File: src/rbs_pkg.sv
package rbs_pkg;

    // ----------------------------------------------------------------
    // Timing
    // ----------------------------------------------------------------
    localparam int unsigned CLK_PERIOD_NS = 100;
    localparam int unsigned CLK_KHZ = 10000;
    localparam int unsigned POWER_UP_TIMER_MS = 64;
    localparam int unsigned POWER_UP_TIMER_CYCLES = POWER_UP_TIMER_MS * CLK_KHZ;
    localparam int unsigned BOR_FILTER_NS = 1000;
    localparam int unsigned BOR_FILTER_CYCLES = (BOR_FILTER_NS + CLK_PERIOD_NS - 1) / CLK_PERIOD_NS;
    localparam int unsigned PIN_DELAY_CYCLES = 10;

    // ----------------------------------------------------------------
    // Widths
    // ----------------------------------------------------------------
    localparam int unsigned POWER_UP_TIMER_W = 20;
    localparam int unsigned FILT_W = 8;
    localparam int unsigned ADDR_W = 4;
    localparam int unsigned DATA_W = 8;
    localparam int unsigned NUM_CAUSE = 7;

    // ----------------------------------------------------------------
    // Register map
    // ----------------------------------------------------------------
    localparam logic [ADDR_W-1:0] ADDR_BOR_CTRL = 4'h0;
    localparam logic [ADDR_W-1:0] ADDR_CAUSE = 4'h1;
    localparam int unsigned CTRL_SW_EN_BIT = 7;
    localparam int unsigned CTRL_FAST_BIT = 6;
    localparam int unsigned CTRL_READY_BIT = 0;
    localparam logic CTRL_SW_EN_RST = 1'b1;
    localparam logic CTRL_FAST_RST = 1'b0;
    localparam logic [NUM_CAUSE-1:0] CAUSE_RST = 7'h01;
    localparam int unsigned CAUSE_POR = 0;
    localparam int unsigned CAUSE_BOR = 1;
    localparam int unsigned CAUSE_PIN = 2;
    localparam int unsigned CAUSE_WDT = 3;
    localparam int unsigned CAUSE_INSTR = 4;
    localparam int unsigned CAUSE_OVF = 5;
    localparam int unsigned CAUSE_UNF = 6;

    // ----------------------------------------------------------------
    // Brown-out modes
    // ----------------------------------------------------------------
    localparam logic [1:0] BOR_MODE_ON = 2'h3;
    localparam logic [1:0] BOR_MODE_AWAKE = 2'h2;
    localparam logic [1:0] BOR_MODE_SW = 2'h1;
    localparam logic [1:0] BOR_MODE_OFF = 2'h0;

    // ----------------------------------------------------------------
    // Types
    // ----------------------------------------------------------------
    typedef enum logic [2:0] {ST_HARD, ST_POWER_UP_TIMER, ST_WAIT, ST_PIN_DELAY, ST_RUN} rbs_state_t;

    typedef struct packed {
        logic por_ok;
        logic brownout_below;
        logic low_power_brownout;
        logic external_reset_pin_n;
        logic wdt_reset;
        logic reset_instr;
        logic stack_overflow;
        logic stack_underflow;
        logic prog_exit;
    } rbs_src_t;

    typedef struct packed {
        logic power_up_timer_enable_n;
        logic [1:0] brownout_mode_field;
        logic brownout_trip_select;
        logic low_power_brownout_enable;
        logic ext_reset_enable;
        logic stack_reset_enable;
        logic osc_startup_required;
    } rbs_cfg_t;

    typedef struct packed {
        logic [ADDR_W-1:0] addr;
        logic [DATA_W-1:0] wdata;
        logic wr;
        logic rd;
    } rbs_bus_t;

    typedef struct packed {
        rbs_state_t st;
        logic [POWER_UP_TIMER_W-1:0] cnt;
        logic pin_seen;
        logic wake_hold;
        logic sw_en;
        logic fast;
        logic [NUM_CAUSE-1:0] cause;
        logic [DATA_W-1:0] rdata;
        logic core_reset;
        logic exec_release;
        logic bor_enable;
        logic trip;
        logic bandgap_force;
    } rbs_top_state_t;

    typedef struct packed {
        logic [FILT_W-1:0] cnt;
        logic out;
    } rbs_filt_state_t;

    localparam rbs_top_state_t TOP_RST = '{st: ST_HARD, cnt: '0, pin_seen: 1'b0, wake_hold: 1'b0,
        sw_en: CTRL_SW_EN_RST, fast: CTRL_FAST_RST, cause: CAUSE_RST, rdata: '0, core_reset: 1'b1,
        exec_release: 1'b0, bor_enable: 1'b0, trip: 1'b0, bandgap_force: 1'b0};
    localparam rbs_filt_state_t FILT_RST = '{cnt: '0, out: 1'b0};

endpackage

File: src/rbs_sequencer.sv
// Behaviour
// Merge all nine reset sources into reset
// Hold reset while supply below minimum
// Power-up timer gives nominal 64 ms
// Reset held while power-up timer counts
// Active-low config bit enables power-up timer
// Timer starts after power-on and brown-out release
// Config bit selects brown-out trip level
// Brown-out needs sustained low beyond filter delay
// Mode 11: always on, start waits ready
// Mode 11: wake-up not delayed
// Mode 10: off in sleep, start waits
// Mode 10: wake waits for brown-out ready
// Mode 01: software bit enables, no wait
// Software mode protects once circuit ready
// Sleep does not change software enable
// Mode 00 or software off: immediate start
// Forced-on ready adds no start delay
// Start needs timers expired and pin released
// Late pin release: run after 10 cycles
// Low-power brown-out ORed into brown-out
// Reset asserts at once, releases clocked
// Timer length is a cycle-count parameter
`timescale 1ns/1ps
module rbs_sequencer
    import rbs_pkg::*;
#(
    parameter int unsigned POWER_UP_TIMER_LEN = POWER_UP_TIMER_CYCLES,
    parameter int unsigned FILTER_LEN = BOR_FILTER_CYCLES
) (
    input wire logic sys_clk,
    input wire logic reset,
    input wire logic ce,
    input wire rbs_src_t src,
    input wire rbs_cfg_t cfg,
    input wire logic brownout_circuit_ready,
    input wire logic osc_startup_done,
    input wire logic sleep_active,
    input wire rbs_bus_t bus,
    output logic [DATA_W-1:0] rd_data,
    output logic core_reset,
    output logic exec_release,
    output logic brownout_enable,
    output logic brownout_trip_level,
    output logic bandgap_force
);

    // ----------------------------------------------------------------
    // Source decode
    // ----------------------------------------------------------------
    rbs_top_state_t s_q;
    rbs_top_state_t s_d;
    logic [1:0] mode;
    logic bor_active;
    logic bor_sample;
    logic bor_filtered;
    logic bor_any;
    logic hard_src;
    logic soft_src;
    logic pin_held;
    logic ost_ok;
    logic bor_start_ok;
    logic [NUM_CAUSE-1:0] cause_ev;
    logic [NUM_CAUSE-1:0] cause_clr;

    assign mode = cfg.brownout_mode_field;
    assign pin_held = cfg.ext_reset_enable & ~src.external_reset_pin_n;
    assign ost_ok = osc_startup_done | ~cfg.osc_startup_required;

    always_comb begin
        bor_active = 1'b0;
        unique case (mode)
            BOR_MODE_ON: bor_active = 1'b1;
            BOR_MODE_AWAKE: bor_active = ~sleep_active;
            BOR_MODE_SW: bor_active = s_q.sw_en;
            BOR_MODE_OFF: bor_active = 1'b0;
        endcase
    end

    // Protection only counts once the analog circuit is ready
    assign bor_sample = src.brownout_below & bor_active & brownout_circuit_ready;

    rbs_filter #(
        .DELAY(FILTER_LEN)
    ) u_filter (
        .sys_clk(sys_clk),
        .reset(reset),
        .ce(ce),
        .in_level(bor_sample),
        .out_level(bor_filtered)
    );

    assign bor_any = bor_filtered | (cfg.low_power_brownout_enable & src.low_power_brownout);
    assign hard_src = ~src.por_ok | bor_any | src.prog_exit;
    assign soft_src = pin_held | src.wdt_reset | src.reset_instr
        | (cfg.stack_reset_enable & (src.stack_overflow | src.stack_underflow));

    // Forced-on modes gate start on readiness and supply above trip, with no added delay
    assign bor_start_ok = (mode == BOR_MODE_ON || mode == BOR_MODE_AWAKE)
        ? (brownout_circuit_ready & ~src.brownout_below) : 1'b1;

    // ----------------------------------------------------------------
    // Reset cause events
    // ----------------------------------------------------------------
    assign cause_ev[CAUSE_POR] = ~src.por_ok | src.prog_exit;
    assign cause_ev[CAUSE_BOR] = bor_any;
    assign cause_ev[CAUSE_PIN] = pin_held;
    assign cause_ev[CAUSE_WDT] = src.wdt_reset;
    assign cause_ev[CAUSE_INSTR] = src.reset_instr;
    assign cause_ev[CAUSE_OVF] = cfg.stack_reset_enable & src.stack_overflow;
    assign cause_ev[CAUSE_UNF] = cfg.stack_reset_enable & src.stack_underflow;

    genvar gi;
    generate
        for (gi = 0; gi < NUM_CAUSE; gi++) begin : g_clr
            assign cause_clr[gi] = bus.wr & (bus.addr == ADDR_CAUSE) & bus.wdata[gi];
        end
    endgenerate

    // ----------------------------------------------------------------
    // Next state
    // ----------------------------------------------------------------
    always_comb begin
        s_d = s_q;
        if (hard_src) begin
            s_d.st = ST_HARD;
            s_d.cnt = '0;
            s_d.pin_seen = 1'b0;
        end else begin
            unique case (s_q.st)
                ST_HARD: begin
                    s_d.cnt = '0;
                    if (!cfg.power_up_timer_enable_n) begin
                        s_d.st = ST_POWER_UP_TIMER;
                    end else begin
                        s_d.st = ST_WAIT;
                    end
                end
                ST_POWER_UP_TIMER: begin
                    if (s_q.cnt == POWER_UP_TIMER_W'(POWER_UP_TIMER_LEN - 1)) begin
                        s_d.st = ST_WAIT;
                        s_d.cnt = '0;
                    end else begin
                        s_d.cnt = s_q.cnt + 1'b1;
                    end
                end
                ST_WAIT: begin
                    if (ost_ok && bor_start_ok) begin
                        if (pin_held) begin
                            s_d.pin_seen = 1'b1;
                        end else if (soft_src) begin
                            s_d.st = ST_WAIT;
                        end else if (s_q.pin_seen) begin
                            s_d.st = ST_PIN_DELAY;
                            s_d.cnt = '0;
                        end else begin
                            s_d.st = ST_RUN;
                        end
                    end
                end
                ST_PIN_DELAY: begin
                    if (soft_src) begin
                        s_d.st = ST_WAIT;
                    end else if (s_q.cnt == POWER_UP_TIMER_W'(PIN_DELAY_CYCLES - 1)) begin
                        s_d.st = ST_RUN;
                        s_d.pin_seen = 1'b0;
                    end else begin
                        s_d.cnt = s_q.cnt + 1'b1;
                    end
                end
                ST_RUN: begin
                    if (soft_src) begin
                        s_d.st = ST_WAIT;
                        s_d.pin_seen = pin_held;
                    end
                end
                default: begin
                    s_d.st = ST_HARD;
                end
            endcase
        end

        // Wake from sleep in mode 10 waits for ready
        if (mode != BOR_MODE_AWAKE) begin
            s_d.wake_hold = 1'b0;
        end else if (sleep_active) begin
            s_d.wake_hold = 1'b1;
        end else if (brownout_circuit_ready) begin
            s_d.wake_hold = 1'b0;
        end

        // Register writes
        if (bus.wr && bus.addr == ADDR_BOR_CTRL) begin
            s_d.sw_en = bus.wdata[CTRL_SW_EN_BIT];
            s_d.fast = bus.wdata[CTRL_FAST_BIT];
        end
        // New cause beats a clear in the same cycle
        s_d.cause = (s_q.cause & ~cause_clr) | cause_ev;

        // Register reads, data valid only in the following cycle
        s_d.rdata = '0;
        if (bus.rd) begin
            if (bus.addr == ADDR_BOR_CTRL) begin
                s_d.rdata[CTRL_SW_EN_BIT] = s_q.sw_en;
                s_d.rdata[CTRL_FAST_BIT] = s_q.fast;
                s_d.rdata[CTRL_READY_BIT] = brownout_circuit_ready;
            end else if (bus.addr == ADDR_CAUSE) begin
                s_d.rdata[NUM_CAUSE-1:0] = s_q.cause;
            end
        end

        // Outputs
        s_d.core_reset = (s_d.st != ST_RUN);
        s_d.exec_release = (s_d.st == ST_RUN) & ~sleep_active
            & ~(s_d.wake_hold & ~brownout_circuit_ready);
        s_d.bor_enable = bor_active;
        s_d.trip = cfg.brownout_trip_select;
        s_d.bandgap_force = s_q.fast & (mode == BOR_MODE_AWAKE || mode == BOR_MODE_SW);
    end

    // ----------------------------------------------------------------
    // State register
    // ----------------------------------------------------------------
    // Reset sets core reset at once; release waits for a clock edge
    always_ff @(posedge sys_clk or posedge reset) begin
        if (reset) begin
            s_q <= TOP_RST;
        end else if (ce) begin
            s_q <= s_d;
        end
    end

    assign rd_data = s_q.rdata;
    assign core_reset = s_q.core_reset;
    assign exec_release = s_q.exec_release;
    assign brownout_enable = s_q.bor_enable;
    assign brownout_trip_level = s_q.trip;
    assign bandgap_force = s_q.bandgap_force;
endmodule

File: src/rbs_filter.sv
`timescale 1ns/1ps
module rbs_filter
    import rbs_pkg::*;
#(
    parameter int unsigned DELAY = BOR_FILTER_CYCLES
) (
    input wire logic sys_clk,
    input wire logic reset,
    input wire logic ce,
    input wire logic in_level,
    output logic out_level
);

    // ----------------------------------------------------------------
    // Sustained-level filter
    // ----------------------------------------------------------------
    rbs_filt_state_t s_q;
    rbs_filt_state_t s_d;

    always_comb begin
        s_d = s_q;
        if (!in_level) begin
            s_d.cnt = '0;
            s_d.out = 1'b0;
        end else if (s_q.cnt == FILT_W'(DELAY)) begin
            s_d.out = 1'b1;
        end else begin
            s_d.cnt = s_q.cnt + 1'b1;
        end
    end

    always_ff @(posedge sys_clk or posedge reset) begin
        if (reset) begin
            s_q <= FILT_RST;
        end else if (ce) begin
            s_q <= s_d;
        end
    end

    assign out_level = s_q.out;
endmodule

File: config.mk
export PLATFORM = sky130hd
export DESIGN_NAME = rbs_sequencer
export DESIGN_NICKNAME = d
export VERILOG_FILES = /design/src/rbs_pkg.sv /design/src/rbs_sequencer.sv /design/src/rbs_filter.sv
export SDC_FILE = /design/constraint.sdc
export NUM_CORES = 1
export LEC_CHECK = 0
export ABC_AREA = 0
export ABC_CLOCK_PERIOD_IN_PS = 6850
export BUFFER_PORTS_ARGS = -buffer_cell sky130_fd_sc_hd__buf_2
export CAP_MARGIN = 20
export CORE_MARGIN = 2
export CORE_UTILIZATION = 25
export DETAILED_ROUTE_END_ITERATION = 12
export PLACE_DENSITY = 0.39
export SETUP_SLACK_MARGIN = 0.4
export SYNTH_ARGS = -nofsm -noshare
export SYNTH_HDL_FRONTEND = slang
export SYNTH_HIERARCHICAL = 1
export SYNTH_SLANG_ARGS = --single-unit
File: constraint.sdc
create_clock -name sys_clk -period 6.85 [get_ports sys_clk]
set_input_delay 1.37 -clock sys_clk [delete_from_list [all_inputs] [get_ports sys_clk]]
set_output_delay 1.37 -clock sys_clk [all_outputs]
set_load 0.05 [all_outputs]
# ---- Word-level counts from Yosys, hierarchy flattened
# Cells that the tools add are included.
dict set report classes {
  add_sub_neg 2
  n_eq_ne 25
  mux 35
  bitwise 39
  n_reduce_logical 14
}
# operator count
set op_table {}
lappend op_table {{$mux 20} 4}
lappend op_table {{$pmux 20 s4} 1}
lappend op_table {{$mux 24} 2}
lappend op_table {{$ne 3x3->1 const B} 10}
lappend op_table {{$mux 23} 1}
lappend op_table {{$mux 21} 1}
lappend op_table {{$add 20x1->20 const B} 1}
lappend op_table {{$and 1x1->1} 20}
lappend op_table {{$eq 20x20->1 const B} 1}
lappend op_table {{$eq 20x4->1 const B} 1}
lappend op_table {{$mux 3} 6}
lappend op_table {{$mux 8} 2}
lappend op_table {{$pmux 3 s5} 1}
lappend op_table {{$mux 1} 11}
lappend op_table {{$mux 9} 1}
lappend op_table {{$or 1x1->1} 9}
lappend op_table {{$add 8x1->8 const B} 1}
lappend op_table {{$eq 8x4->1 const B} 1}
lappend op_table {{$reduce_and 8->1} 1}
lappend op_table {{$and 7x7->7} 1}
lappend op_table {{$mux 7} 1}
lappend op_table {{$not 1->1} 7}
lappend op_table {{$not 7->7} 1}
lappend op_table {{$or 7x7->7} 1}
lappend op_table {{20 further kinds} 29}
dict set report totals {
  ff_bits 56
  input_bits 37
  elab_cells 130
}

# ---- Depth between registers and ports, before layout
# Gate-level depths: netlist (run 1).
dict set report depth {
  ltp_word 13
  ltp_mapped 10
  mapped_depth_nobuf 8
}

# ---- Hierarchy
# Netlist (run 1), hierarchy kept.
# mod n_inst cells_each area_per_inst_um2 seq_area_each_um2
set by_module_without_submodules {}
lappend by_module_without_submodules {rbs_sequencer 1 303 2816.5 1179.9}
lappend by_module_without_submodules {rbs_filter 1 55 529.3 225.2}

# ---- Worst setup path before layout (run 1)
# No wires, ideal clock.
dict set report synth_timing {
  kind {input to register}
  from {input port cfg[5] (netlist name)}
  to {register s_q[29] (netlist name)}
  setup_time_ps 95
  arrival_time_ps 3000
  slack_ps 3755
  stages 9
  path_buffers 2
  path_cell_list {inv_1 > ha_1 > nor2_1 > a2bb2oi_2 > o41ai_4 > or3_1 > buf_4 > buf_6 > o31ai_1}
}
dict set report synth_between {
  elab_chain_len 6
  elab_cells_between_ends 7
  classes_between {eq/ne: 3; mux: 1; reduce/logical: 3}
}
# element line_no
set synth_rtl {}
lappend synth_rtl {{from (decl)} rbs_sequencer.sv:35} ;# input wire rbs_cfg_t cfg,
lappend synth_rtl {{$eq 2x2->1} rbs_sequencer.sv:99} ;# assign bor_start_ok = (mode == BOR_MODE_ON || mode == BOR_MODE_AWAKE)
lappend synth_rtl {{$logic_or 1x1->1 (*)} rbs_sequencer.sv:99}
lappend synth_rtl {{$mux 1 (*)} rbs_sequencer.sv:100} ;# ? (brownout_circuit_ready & ~src.brownout_below) : 1'b1;
lappend synth_rtl {{$logic_and 1x1->1 (*)} rbs_sequencer.sv:148} ;# if (ost_ok && bor_start_ok) begin
lappend synth_rtl {{$ne 3x3->1 (no source line) (*)} n/a}
lappend synth_rtl {{$reduce_and 8->1 (no source line) (*)} n/a}
lappend synth_rtl {{to (signal assigned)} rbs_sequencer.sv:227} ;# s_q <= TOP_RST;
lappend synth_rtl {{to (signal assigned)} rbs_sequencer.sv:229} ;# s_q <= s_d;
lappend synth_rtl {{to (decl)} rbs_sequencer.sv:51} ;# rbs_top_state_t s_q;
# Mark *: on every way between the ends. The rest lies on a longest branch, timed or not.
# A chain may end at the register's enable or synchronous reset.

# ---- Final worst setup path (run 1)
dict set report layout_timing {
  from {input port cfg[5] (netlist name)}
  to {register s_q[31] (netlist name)}
}
# Same word-level chain as after synthesis.

==> run_results.csv, run 1 <==
group,metric,value,unit
clocking,clk_latency,0.31,ns
routing,drt.antenna.violating_nets,0,
yosys,synth-xor-area-share,0.2618,%
routing,vias,2818,
power,power,0.7004,mW
finish,n_fill_cell,1409,
power,combPwrFrac,11.5,%
clocking,cts_tree,"done",
finish,final_cell_mix,"53 x dfrtp_1, 49 x buf_2, 32 x nand2_1, 29 x nor2_1, 27 x o31ai_1",
sta,finalHoldViolCount,0,
critical_path,path_class,"in -> reg",
clocking,postCtsSetupRepairBufs,0,
clocking,cts-resized-gates,0,
min_path,hold_class,"reg -> reg",
power,clkPwrFrac,38.9,%
routing,wirelength,8858,um
clocking,ctsRootBufferMaster,"clkbuf_16",
finish,final_common_cell,"dfrtp_1",
placement,post-dp-hpwl,6104,um
finish,drive_gt1_share,21.07,%
min_path,hp-start,"rd_data[5]",
grt,grt_pass1_vias,2942,
grt,grt_pass1_wl,15010,um
grt,overflow,0,
clocking,htreeDepth,2,
critical_path,rr_worst_depth,9,
sta,fmax,0.2865,GHz
finish,antenna_cells,0,
flow_run,maxCapViolCount,0,
yosys,synthAdderAreaFrac,2.618,%
yosys,synth_compound_area_share,25.58,%
yosys,yosys_warnings,6,
die,core,13140,um2
yosys,syn_area,3346,um2
critical_path,r2r_start,"s_q[25]",
clocking,clkSinkCount,56,
yosys,synth.distinct_cells,62,
clocking,ctsLongestPathBuffers,2,
sta,layout_min_cycle_time,3.491,ns
critical_path,crit_required,7.05,ns
clocking,cts_inserted_buffers,5,
sta,max_slew_margin,55.93,%
power,sequentialPowerShare,49.6,%
grt,track_usage,13.13,%
critical_path,path_cells,"buf_2 -> inv_1 -> ha_1 -> nor2_1 -> a2bb2oi_2 -> o41ai_4 -> buf_4 -> or3_1 -> o41ai_1",
critical_path,crit_path_start_kind,"input pin",
die,num_io_pins,50,
grt,grt_max_degree,48,
sta,worstMarginPinSlew,0.6560,ns
yosys,synth-main-ff-cell,"dfrtp_1",
power,power.share.switching,27.61,%
routing,vias_per_cell,4.944,
die,row_count,42,
yosys,syn_nets,402,
routing,dr.first_iter.drc_count,187,
min_path,whs_path_depth,1,
min_path,hold_end,"rd_data[5]",
sta,setup-tns-final,0,ns
power,p_int,0.5070,mW
yosys,syn_inst,358,
grt,antenna_found_initial,0,
finish,synthToLayoutAreaGrowth,14.73,%
run_status,status,"complete, no violations",
routing,wl_per_cell,15.54,um
critical_path,crit_slowest_cell,"or3_1",
critical_path,worstReg2RegEnd,"s_q[37]",
sta,finalMaxSlewViolations,0,
critical_path,cp.arrival,3.69,ns
placement,portBuffers,49,
die,initial_core_util,25.47,%
critical_path,end_kind,"flip-flop",
routing,dr.pass1.iters,4,
sta,finalClockSkew,0.009333,ns
power,p_leak,1.705,nW
power,ir_drop,0.08636,mV
clocking,path_clk_slew,0.08,ns
die,dieArea,14320,um2
critical_path,slowest_delay,0.69,ns
finish,nNetsFinal,437,
placement,gp_routability_congestion,0.8338,
yosys,synthArstFlopShare,100.0,%
clocking,cts_hold_buf,0,
power,power_density,182.4,nW/um2
power,p_sw,0.1933,mW
routing,drc,0,
yosys,ys_seq_elements,56,
yosys,synth_top_family_by_area,"compound AO/OA/AOI/OAI gates",
yosys,ys_seq_area_share,42.00,%
yosys,synthMuxAreaShare,2.580,%
yosys,synth-simple-area-share,19.75,%
sta,rsz0062_at_grt,"false",
critical_path,worst-r2r-setup-slack,3.94,ns
die,fp.dieH,119.7,um
sta,finalCritPeriodShare,50.96,%
critical_path,critPathMaxFanout,26,
yosys,synth_area_per_cell,9.346,um2
sta,setup-violations-final,0,
yosys,synth_edf_count,0,
die,chipWidth,119.7,um
## per-layer routing
layer | track usage, % | part of all wire [%] | wire length, um | vias up
met5 | 0 | 0 | 0 | -
met4 | 5.368 | 1.9 | 165 | 0
met3 | 2.234 | 4.6 | 406 | 12
met2 | 20.00 | 43 | 3836 | 70
met1 | 18.44 | 50 | 4449 | 1342
li1 | - | - | - | 1394
## state kept, by name, summed over array words and instances (netlist names)
signal	count
rd_data	8
exec_release	1
brownout_enable	1
bandgap_force	1
brownout_trip_level	1
u_filter/s_q	8
u_filter/out_level	1
core_reset	1
s_q	34
## worst max path at each step
stage | from | endpoint | slack (ns) | cells after the start
floorplan | cfg[5] | s_q[29] | 3.75 | 9
global placement | src[1] | s_q[31] | 3.04 | 8
detailed placement | cfg[5] | s_q[31] | 3.03 | 9
CTS | cfg[5] | s_q[37] | 3.36 | 9
global route | cfg[5] | s_q[40] | 3.14 | 9
finish | cfg[5] | s_q[31] | 3.36 | 9
## Yosys cell counts (4+ instances only)
master     count  share of area, %
nand4_1        5              0.93
nor2_1        29               3.3
a31oi_1       11               2.1
or3_1          5              0.93
a22o_1         6               1.6
o41ai_1        6               1.6
a21oi_1       10               1.5
o21ai_1        8               1.2
and3_1         6               1.1
buf_4         11               2.5
nand2_1       32               3.6
dfrtp_1       53                40
buf_2          4              0.60
nor3_1         6              0.90
clkbuf_1       7              0.79
inv_1         23               2.6
o21ai_0       12               1.8
nand2b_1       4              0.75
mux2_2         5               1.7
o2bb2ai_1     11               2.9
ha_1           7               2.6
nand3_1       14               2.1
o31ai_1       27               6.1
## per-stage QoR
| stage | hold WS, ns | setup WS [ns] | instance area [um2] | utilization (%) | std cells |
|---|---|---|---|---|---|
| floorplan | 0.4471 | 3.755 | 3346 | - | 358 |
| CTS | 0.4923 | 3.356 | 3839 | 29.22 | 570 |
| global placement | 0.4662 | 3.036 | 3686 | 28.06 | 562 |
| finish | 0.4894 | 3.359 | 3839 | 29.22 | 570 |
| detailed placement | 0.4687 | 3.033 | 3686 | 28.06 | 562 |
| global route | 0.5178 | 3.136 | 3839 | 29.22 | 570 |
## layout make-up
type                    count  area, um2  area share (%)
well taps                 176      220.2           5.737
multi-input cells         254       1699           44.26
flip-flops and latches     56       1405           36.60
clock buffers               5      125.1           3.259
repair buffers             53      275.3           7.171
inverters                  23      86.33           2.249
clock inverters             3      27.53          0.7171
## power groups by stage
stage	Sequential, mW	Clock [mW]	Combinational (mW)
after floorplan	0.359	0	0.0480
after global placement	0.354	0	0.0818
after detailed placement	0.354	0	0.0819
after CTS	0.347	0.289	0.0821
after global routing	0.349	0.306	0.0902
final	0.347	0.273	0.0803
## critical path, delay by kind of cell
family,cells,cell delay (ns)
adder cells (fa/ha/maj),1,0.23
buffers and inverters,3,0.41
AO/OA/AOI/OAI,3,0.84
AND/OR/NAND/NOR,2,0.84
## logic make-up (layout without fill, tap and decap cells)
| group | Yosys count | count (layout) |
|---|---|---|
| xor+xnor | 1 | 1 |
| buf+inv | 48 | 84 |
| fa+ha+maj | 7 | 7 |
| flops | 56 | 56 |
| simple gates | 124 | 124 |
| compound gates | 114 | 114 |
| mux | 8 | 8 |
No activity file was read; power rests on OpenSTA's default activity.
==> run 2, diff against run 1 <==
ABC_CLOCK_PERIOD_IN_PS = 3600   (was 6850)
clock period = 3.6 ns   (was 6.85 ns; I/O delays follow)
==> run 2 against run 1 <==
Net effect: sequential share of layout area fell by 0.56 points; global-route usage fell by 0.15 points; core utilization rose by 0.46 points; clock skew rose by 0.0017 ns; register-to-register slack got worse by 2.8 ns; via count rose by 1.5%; critical endpoint is now s_q[38]; largest cell class unchanged; largest power group unchanged; highest routed layer unchanged.
==> run_results.csv, run 2 (synthesized netlist as in run 1, its figures left out) <==
group,metric,value,unit
grt,track_usage,12.99,%
critical_path,end_kind,"flip-flop",
critical_path,path_class,"reg -> reg",
finish,final_cell_mix,"53 x dfrtp_1, 49 x buf_2, 32 x nand2_1, 29 x nor2_1, 27 x o31ai_1",
critical_path,r2r_start,"s_q[24]",
clocking,cts_hold_buf,0,
finish,fin_util,29.68,%
routing,vias_per_cell,4.965,
grt,overflow,0,
die,chipWidth,119.7,um
grt,grt_pass1_wl,14790,um
routing,dr.pass1.iters,4,
clocking,ctsLongestPathBuffers,2,
routing,wl_per_cell,15.24,um
placement,post-dp-hpwl,6192,um
critical_path,cp.arrival,2.64,ns
power,ir_drop,0.1714,mV
power,combPwrFrac,11.1,%
clocking,ctsRootBufferMaster,"clkbuf_16",
critical_path,crit_required,3.78,ns
grt,antenna_found_initial,0,
finish,drive_gt1_share,22.00,%
finish,largest_register_ffs,34,
routing,dr.first_iter.drc_count,169,
critical_path,worst-r2r-setup-slack,1.14,ns
sta,finalCritPeriodShare,68.44,%
die,dieArea,14320,um2
finish,finalInstanceArea,3899,um2
critical_path,critPathMaxFanout,19,
critical_path,rr_worst_depth,8,
clocking,cts_tree,"done",
power,clkPwrFrac,41.6,%
sta,setup-violations-final,0,
run_status,status,"complete, no violations",
placement,portBuffers,49,
sta,fmax,0.4059,GHz
placement,pre_cts_slack,0.8598,ns
finish,final-instance-count-excl-fill,576,
routing,wirelength,8778,um
min_path,hold_class,"in -> async",
die,core,13140,um2
grt,grt_max_degree,29,
critical_path,crit_slowest_cell,"or3_4",
critical_path,slowest_delay,0.45,ns
routing,vias,2860,
routing,drc,0,
clocking,postCtsSetupRepairBufs,0,
clocking,clk_latency,0.31,ns
die,fp.dieH,119.7,um
finish,antenna_cells,0,
power,power.share.switching,26.00,%
sta,finalHoldViolCount,0,
power,p_int,1.035,mW
sta,fin_ws,1.136,ns
clocking,path_clk_slew,0.08,ns
power,power_density,358.7,nW/um2
sta,whs,0.3792,ns
sta,worstMarginPinSlew,0.6898,ns
power,p_sw,0.3637,mW
clocking,cts-resized-gates,0,
sta,finalMaxSlewViolations,0,
sta,layout_min_cycle_time,2.464,ns
clocking,cts_inserted_buffers,5,
critical_path,crit_path_start_kind,"flip-flop",
placement,placed_area,3731,um2
critical_path,worstReg2RegEnd,"s_q[38]",
sta,setup-tns-final,0,ns
routing,drt.antenna.violating_nets,0,
sta,max_slew_margin,53.66,%
sta,rsz0062_at_grt,"false",
finish,final_common_cell,"dfrtp_1",
die,num_io_pins,50,
die,initial_core_util,25.47,%
flow_run,maxCapViolCount,0,
grt,grt_pass1_vias,2826,
power,p_leak,1.744,nW
clocking,htreeDepth,2,
critical_path,path_cells,"ha_1 -> nand4_2 -> or3_4 -> o31ai_2 -> buf_4 -> a31oi_1 -> o31ai_1 -> o41ai_1",
placement,gp_routability_congestion,0.8025,
finish,nNetsFinal,443,
power,sequentialPowerShare,47.3,%
placement,dp.cells,568,
clocking,clkSinkCount,56,
die,row_count,42,
sta,finalClockSkew,0.01107,ns
finish,regMostFlops,"s_q",
power,power,1.399,mW
finish,synthToLayoutAreaGrowth,16.53,%
[run 2: worst max-delay path by stage]
stage	start	to	slack, ns	cells past startpoint
finish	s_q[24]	s_q[38]	1.14	8
global route	s_q[24]	s_q[39]	0.92	8
CTS	s_q[24]	s_q[38]	1.12	8
detailed placement	cfg[5]	s_q[31]	0.86	9
global placement	src[1]	s_q[31]	0.89	8
floorplan	cfg[5]	s_q[29]	1.15	9
[run 2: worst max-delay path, delay by kind of cell, from the launching register on]
kind / cells / cell delay [ns]
adder cells (fa/ha/maj): 1 / 0.27
AO/OA/AOI/OAI: 4 / 0.67
buffers and inverters: 1 / 0.30
flip-flops: 1 / 0.44
AND/OR/NAND/NOR: 2 / 0.65
[run 2: power by group through the flow]
stage | logic (mW) | clock network (mW) | registers [mW]
floorplan | 0.0914 | 0 | 0.683
global placement | 0.159 | 0 | 0.674
detailed placement | 0.158 | 0 | 0.674
CTS | 0.159 | 0.611 | 0.661
global route | 0.173 | 0.630 | 0.664
finish | 0.155 | 0.582 | 0.661
[run 2: final cells by class]
type	count	area, um2
clock buffers	6	128.9
clock inverters	2	38.79
fillers	1393	9239
inverters	23	86.33
multi-input cells	254	1699
flip-flops and latches	56	1405
well taps	176	220.2
repair buffers	59	320.3
[run 2: per-layer routing]
layer,vias to the layer above,GRT usage [%],wire length (um)
met1,1379,17.86,4356
met3,8,2.424,362
met4,0,4.412,116
met2,66,20.50,3942
met5,-,0,0
li1,1407,-,-
==> run 3, diff against run 2 <==
ABC_CLOCK_PERIOD_IN_PS = 2300   (was 3600)
clock period = 2.3 ns   (was 3.6 ns; I/O delays follow)
==> run 3 against run 2 <==
Net effect: global-route usage increased by 0.81 points; first-iteration DRC count decreased by 28%; critical path depth increased by 2; sequential power increased by 56%; worst setup slack got worse by 1.0 ns; non-clock buffer count increased by 40; clock power increased by 72%; fmax increased by 12%; combinational power increased by 90%; core utilization increased by 4.8 points; critical path type unchanged; largest cell class unchanged.
==> run_results.csv, run 3 (synthesized netlist as in run 1, its figures left out) <==
group,metric,value,unit
power,power_density,514.0,nW/um2
finish,synthToLayoutAreaGrowth,35.45,%
routing,drt.antenna.violating_nets,0,
flow_run,maxCapViolCount,0,
placement,post-dp-hpwl,6770,um
sta,max_slew_margin,69.95,%
finish,nNetsFinal,483,
grt,antenna_found_initial,0,
die,fp.dieH,119.7,um
die,chipWidth,119.7,um
critical_path,worst-r2r-setup-slack,0.1,ns
die,num_io_pins,50,
clocking,ctsLongestPathBuffers,2,
power,ir_drop,0.2318,mV
finish,regArea,1405,um2
sta,fin_ws,0.09712,ns
sta,setup-violations-final,0,
finish,final_common_cell,"dfrtp_1",
clocking,cts_inserted_buffers,5,
sta,finalMaxSlewViolations,0,
routing,wl_per_cell,15.60,um
clocking,clk_latency,0.31,ns
power,p_leak,2.031,nW
critical_path,critPathMaxFanout,8,
critical_path,path_class,"reg -> reg",
finish,regMostFlops,"s_q",
finish,n_fill_cell,1371,
finish,drive_gt1_share,35.23,%
clocking,clkSinkCount,56,
critical_path,crit_required,2.48,ns
grt,overflow,0,
routing,vias,3056,
sta,finalClockSkew,0.006913,ns
clocking,cts_tree,"done",
sta,finalHoldViolCount,0,
critical_path,crit_path_start_kind,"flip-flop",
sta,worstMarginPinSlew,0.4470,ns
routing,drc,0,
routing,wirelength,9609,um
grt,grt_pass1_vias,3069,
finish,largest_register_ffs,34,
routing,dr.pass1.iters,4,
clocking,path_clk_slew,0.08,ns
finish,antenna_cells,0,
die,core,13140,um2
clocking,htreeDepth,2,
placement,pre_cts_slack,0.04515,ns
finish,final-instance-count-excl-fill,616,
routing,dr.first_iter.drc_count,122,
placement,gp_routability_congestion,0.8115,
sta,finalCritPeriodShare,95.78,%
finish,finalInstanceArea,4532,um2
grt,track_usage,13.80,%
placement,dp.cells,593,
min_path,hold_class,"in -> async",
sta,fmax,0.4540,GHz
run_status,status,"complete, no violations",
die,initial_core_util,25.47,%
critical_path,cp.arrival,2.39,ns
finish,fin_util,34.50,%
finish,final_cell_mix,"53 x dfrtp_1, 49 x buf_2, 37 x buf_4, 32 x nand2_1, 26 x nor2_1",
sta,whs,0.1258,ns
die,dieArea,14320,um2
placement,portBuffers,49,
routing,vias_per_cell,4.961,
grt,grt_pass1_wl,15710,um
finish,multi_input_area,1893,um2
die,row_count,42,
placement,placed_area,3991,um2
clocking,ctsRootBufferMaster,"clkbuf_16",
sta,rsz0062_at_grt,"true",
critical_path,end_kind,"flip-flop",
grt,grt_max_degree,30,
sta,layout_min_cycle_time,2.203,ns
-- run 3: cell types whose count changed in the layout (fill, tap and decap cells not counted), sizes merged --
cell    previous run  this run
buf               59        97
bufinv             1         2
clkbuf             6         8
inv               24        23
-- run 3: final cells by class --
class	count	area share, %
flip-flops and latches	56	31.00
clock inverters	2	1.325
multi-input cells	254	41.77
well taps	176	4.859
clock buffers	6	2.844
inverters	23	1.905
repair buffers	99	16.29
-- run 3: what timing repair did --
action	CTS	global route
hold buffers	0	0
setup endpoints to repair	24	27
gates cloned	1	2
buffers inserted	8	4
pin swaps	6	12
gates resized for setup	17	20
-- run 3: critical path, cell delays in order (launching register included) --
cell,delay [ns]
dfrtp_1,0.38
buf_6,0.11
ha_4,0.16
nand4_4,0.10
or3_4,0.37
o31ai_4,0.28
buf_6,0.16
buf_8,0.13
nor2_2,0.05
o31ai_2,0.23
o41ai_2,0.10
-- run 3: path summary, 6_finish.rpt --
check	start	endpoint	depth (start not counted)
setup reg to reg	s_q[25]	s_q[31]	10
min in group sys_clk	sleep_active	exec_release	2
max in group asynchronous	reset	s_q[13]	3
setup / recovery	s_q[25]	s_q[31]	10
hold / removal	reset	u_filter/s_q[5]	2
hold reg to reg	rd_data[0]	rd_data[0]	1
-- run 3: through the flow --
stage	setup TNS (ns)	total power, mW
after floorplan	0	1.222
after global placement	0	1.331
after detailed placement	0	1.329
after CTS	0	2.374
after global routing	-0.01554	2.435
final	0	2.329
-- run 3: where the power goes --
group,internal (mW),switching (mW),leakage [nW]
Combinational,0.118,0.177,1.21
Sequential,1.01,0.0171,0.735
Clock,0.626,0.379,0.0911
-- run 3: layer usage --
metal,vias up,track usage (%),part of all wire (%)
met5,-,0,0
met4,0,4.118,1.4
met3,10,3.422,4.2
met2,57,22.54,46
met1,1502,18.03,48
li1,1487,-,-
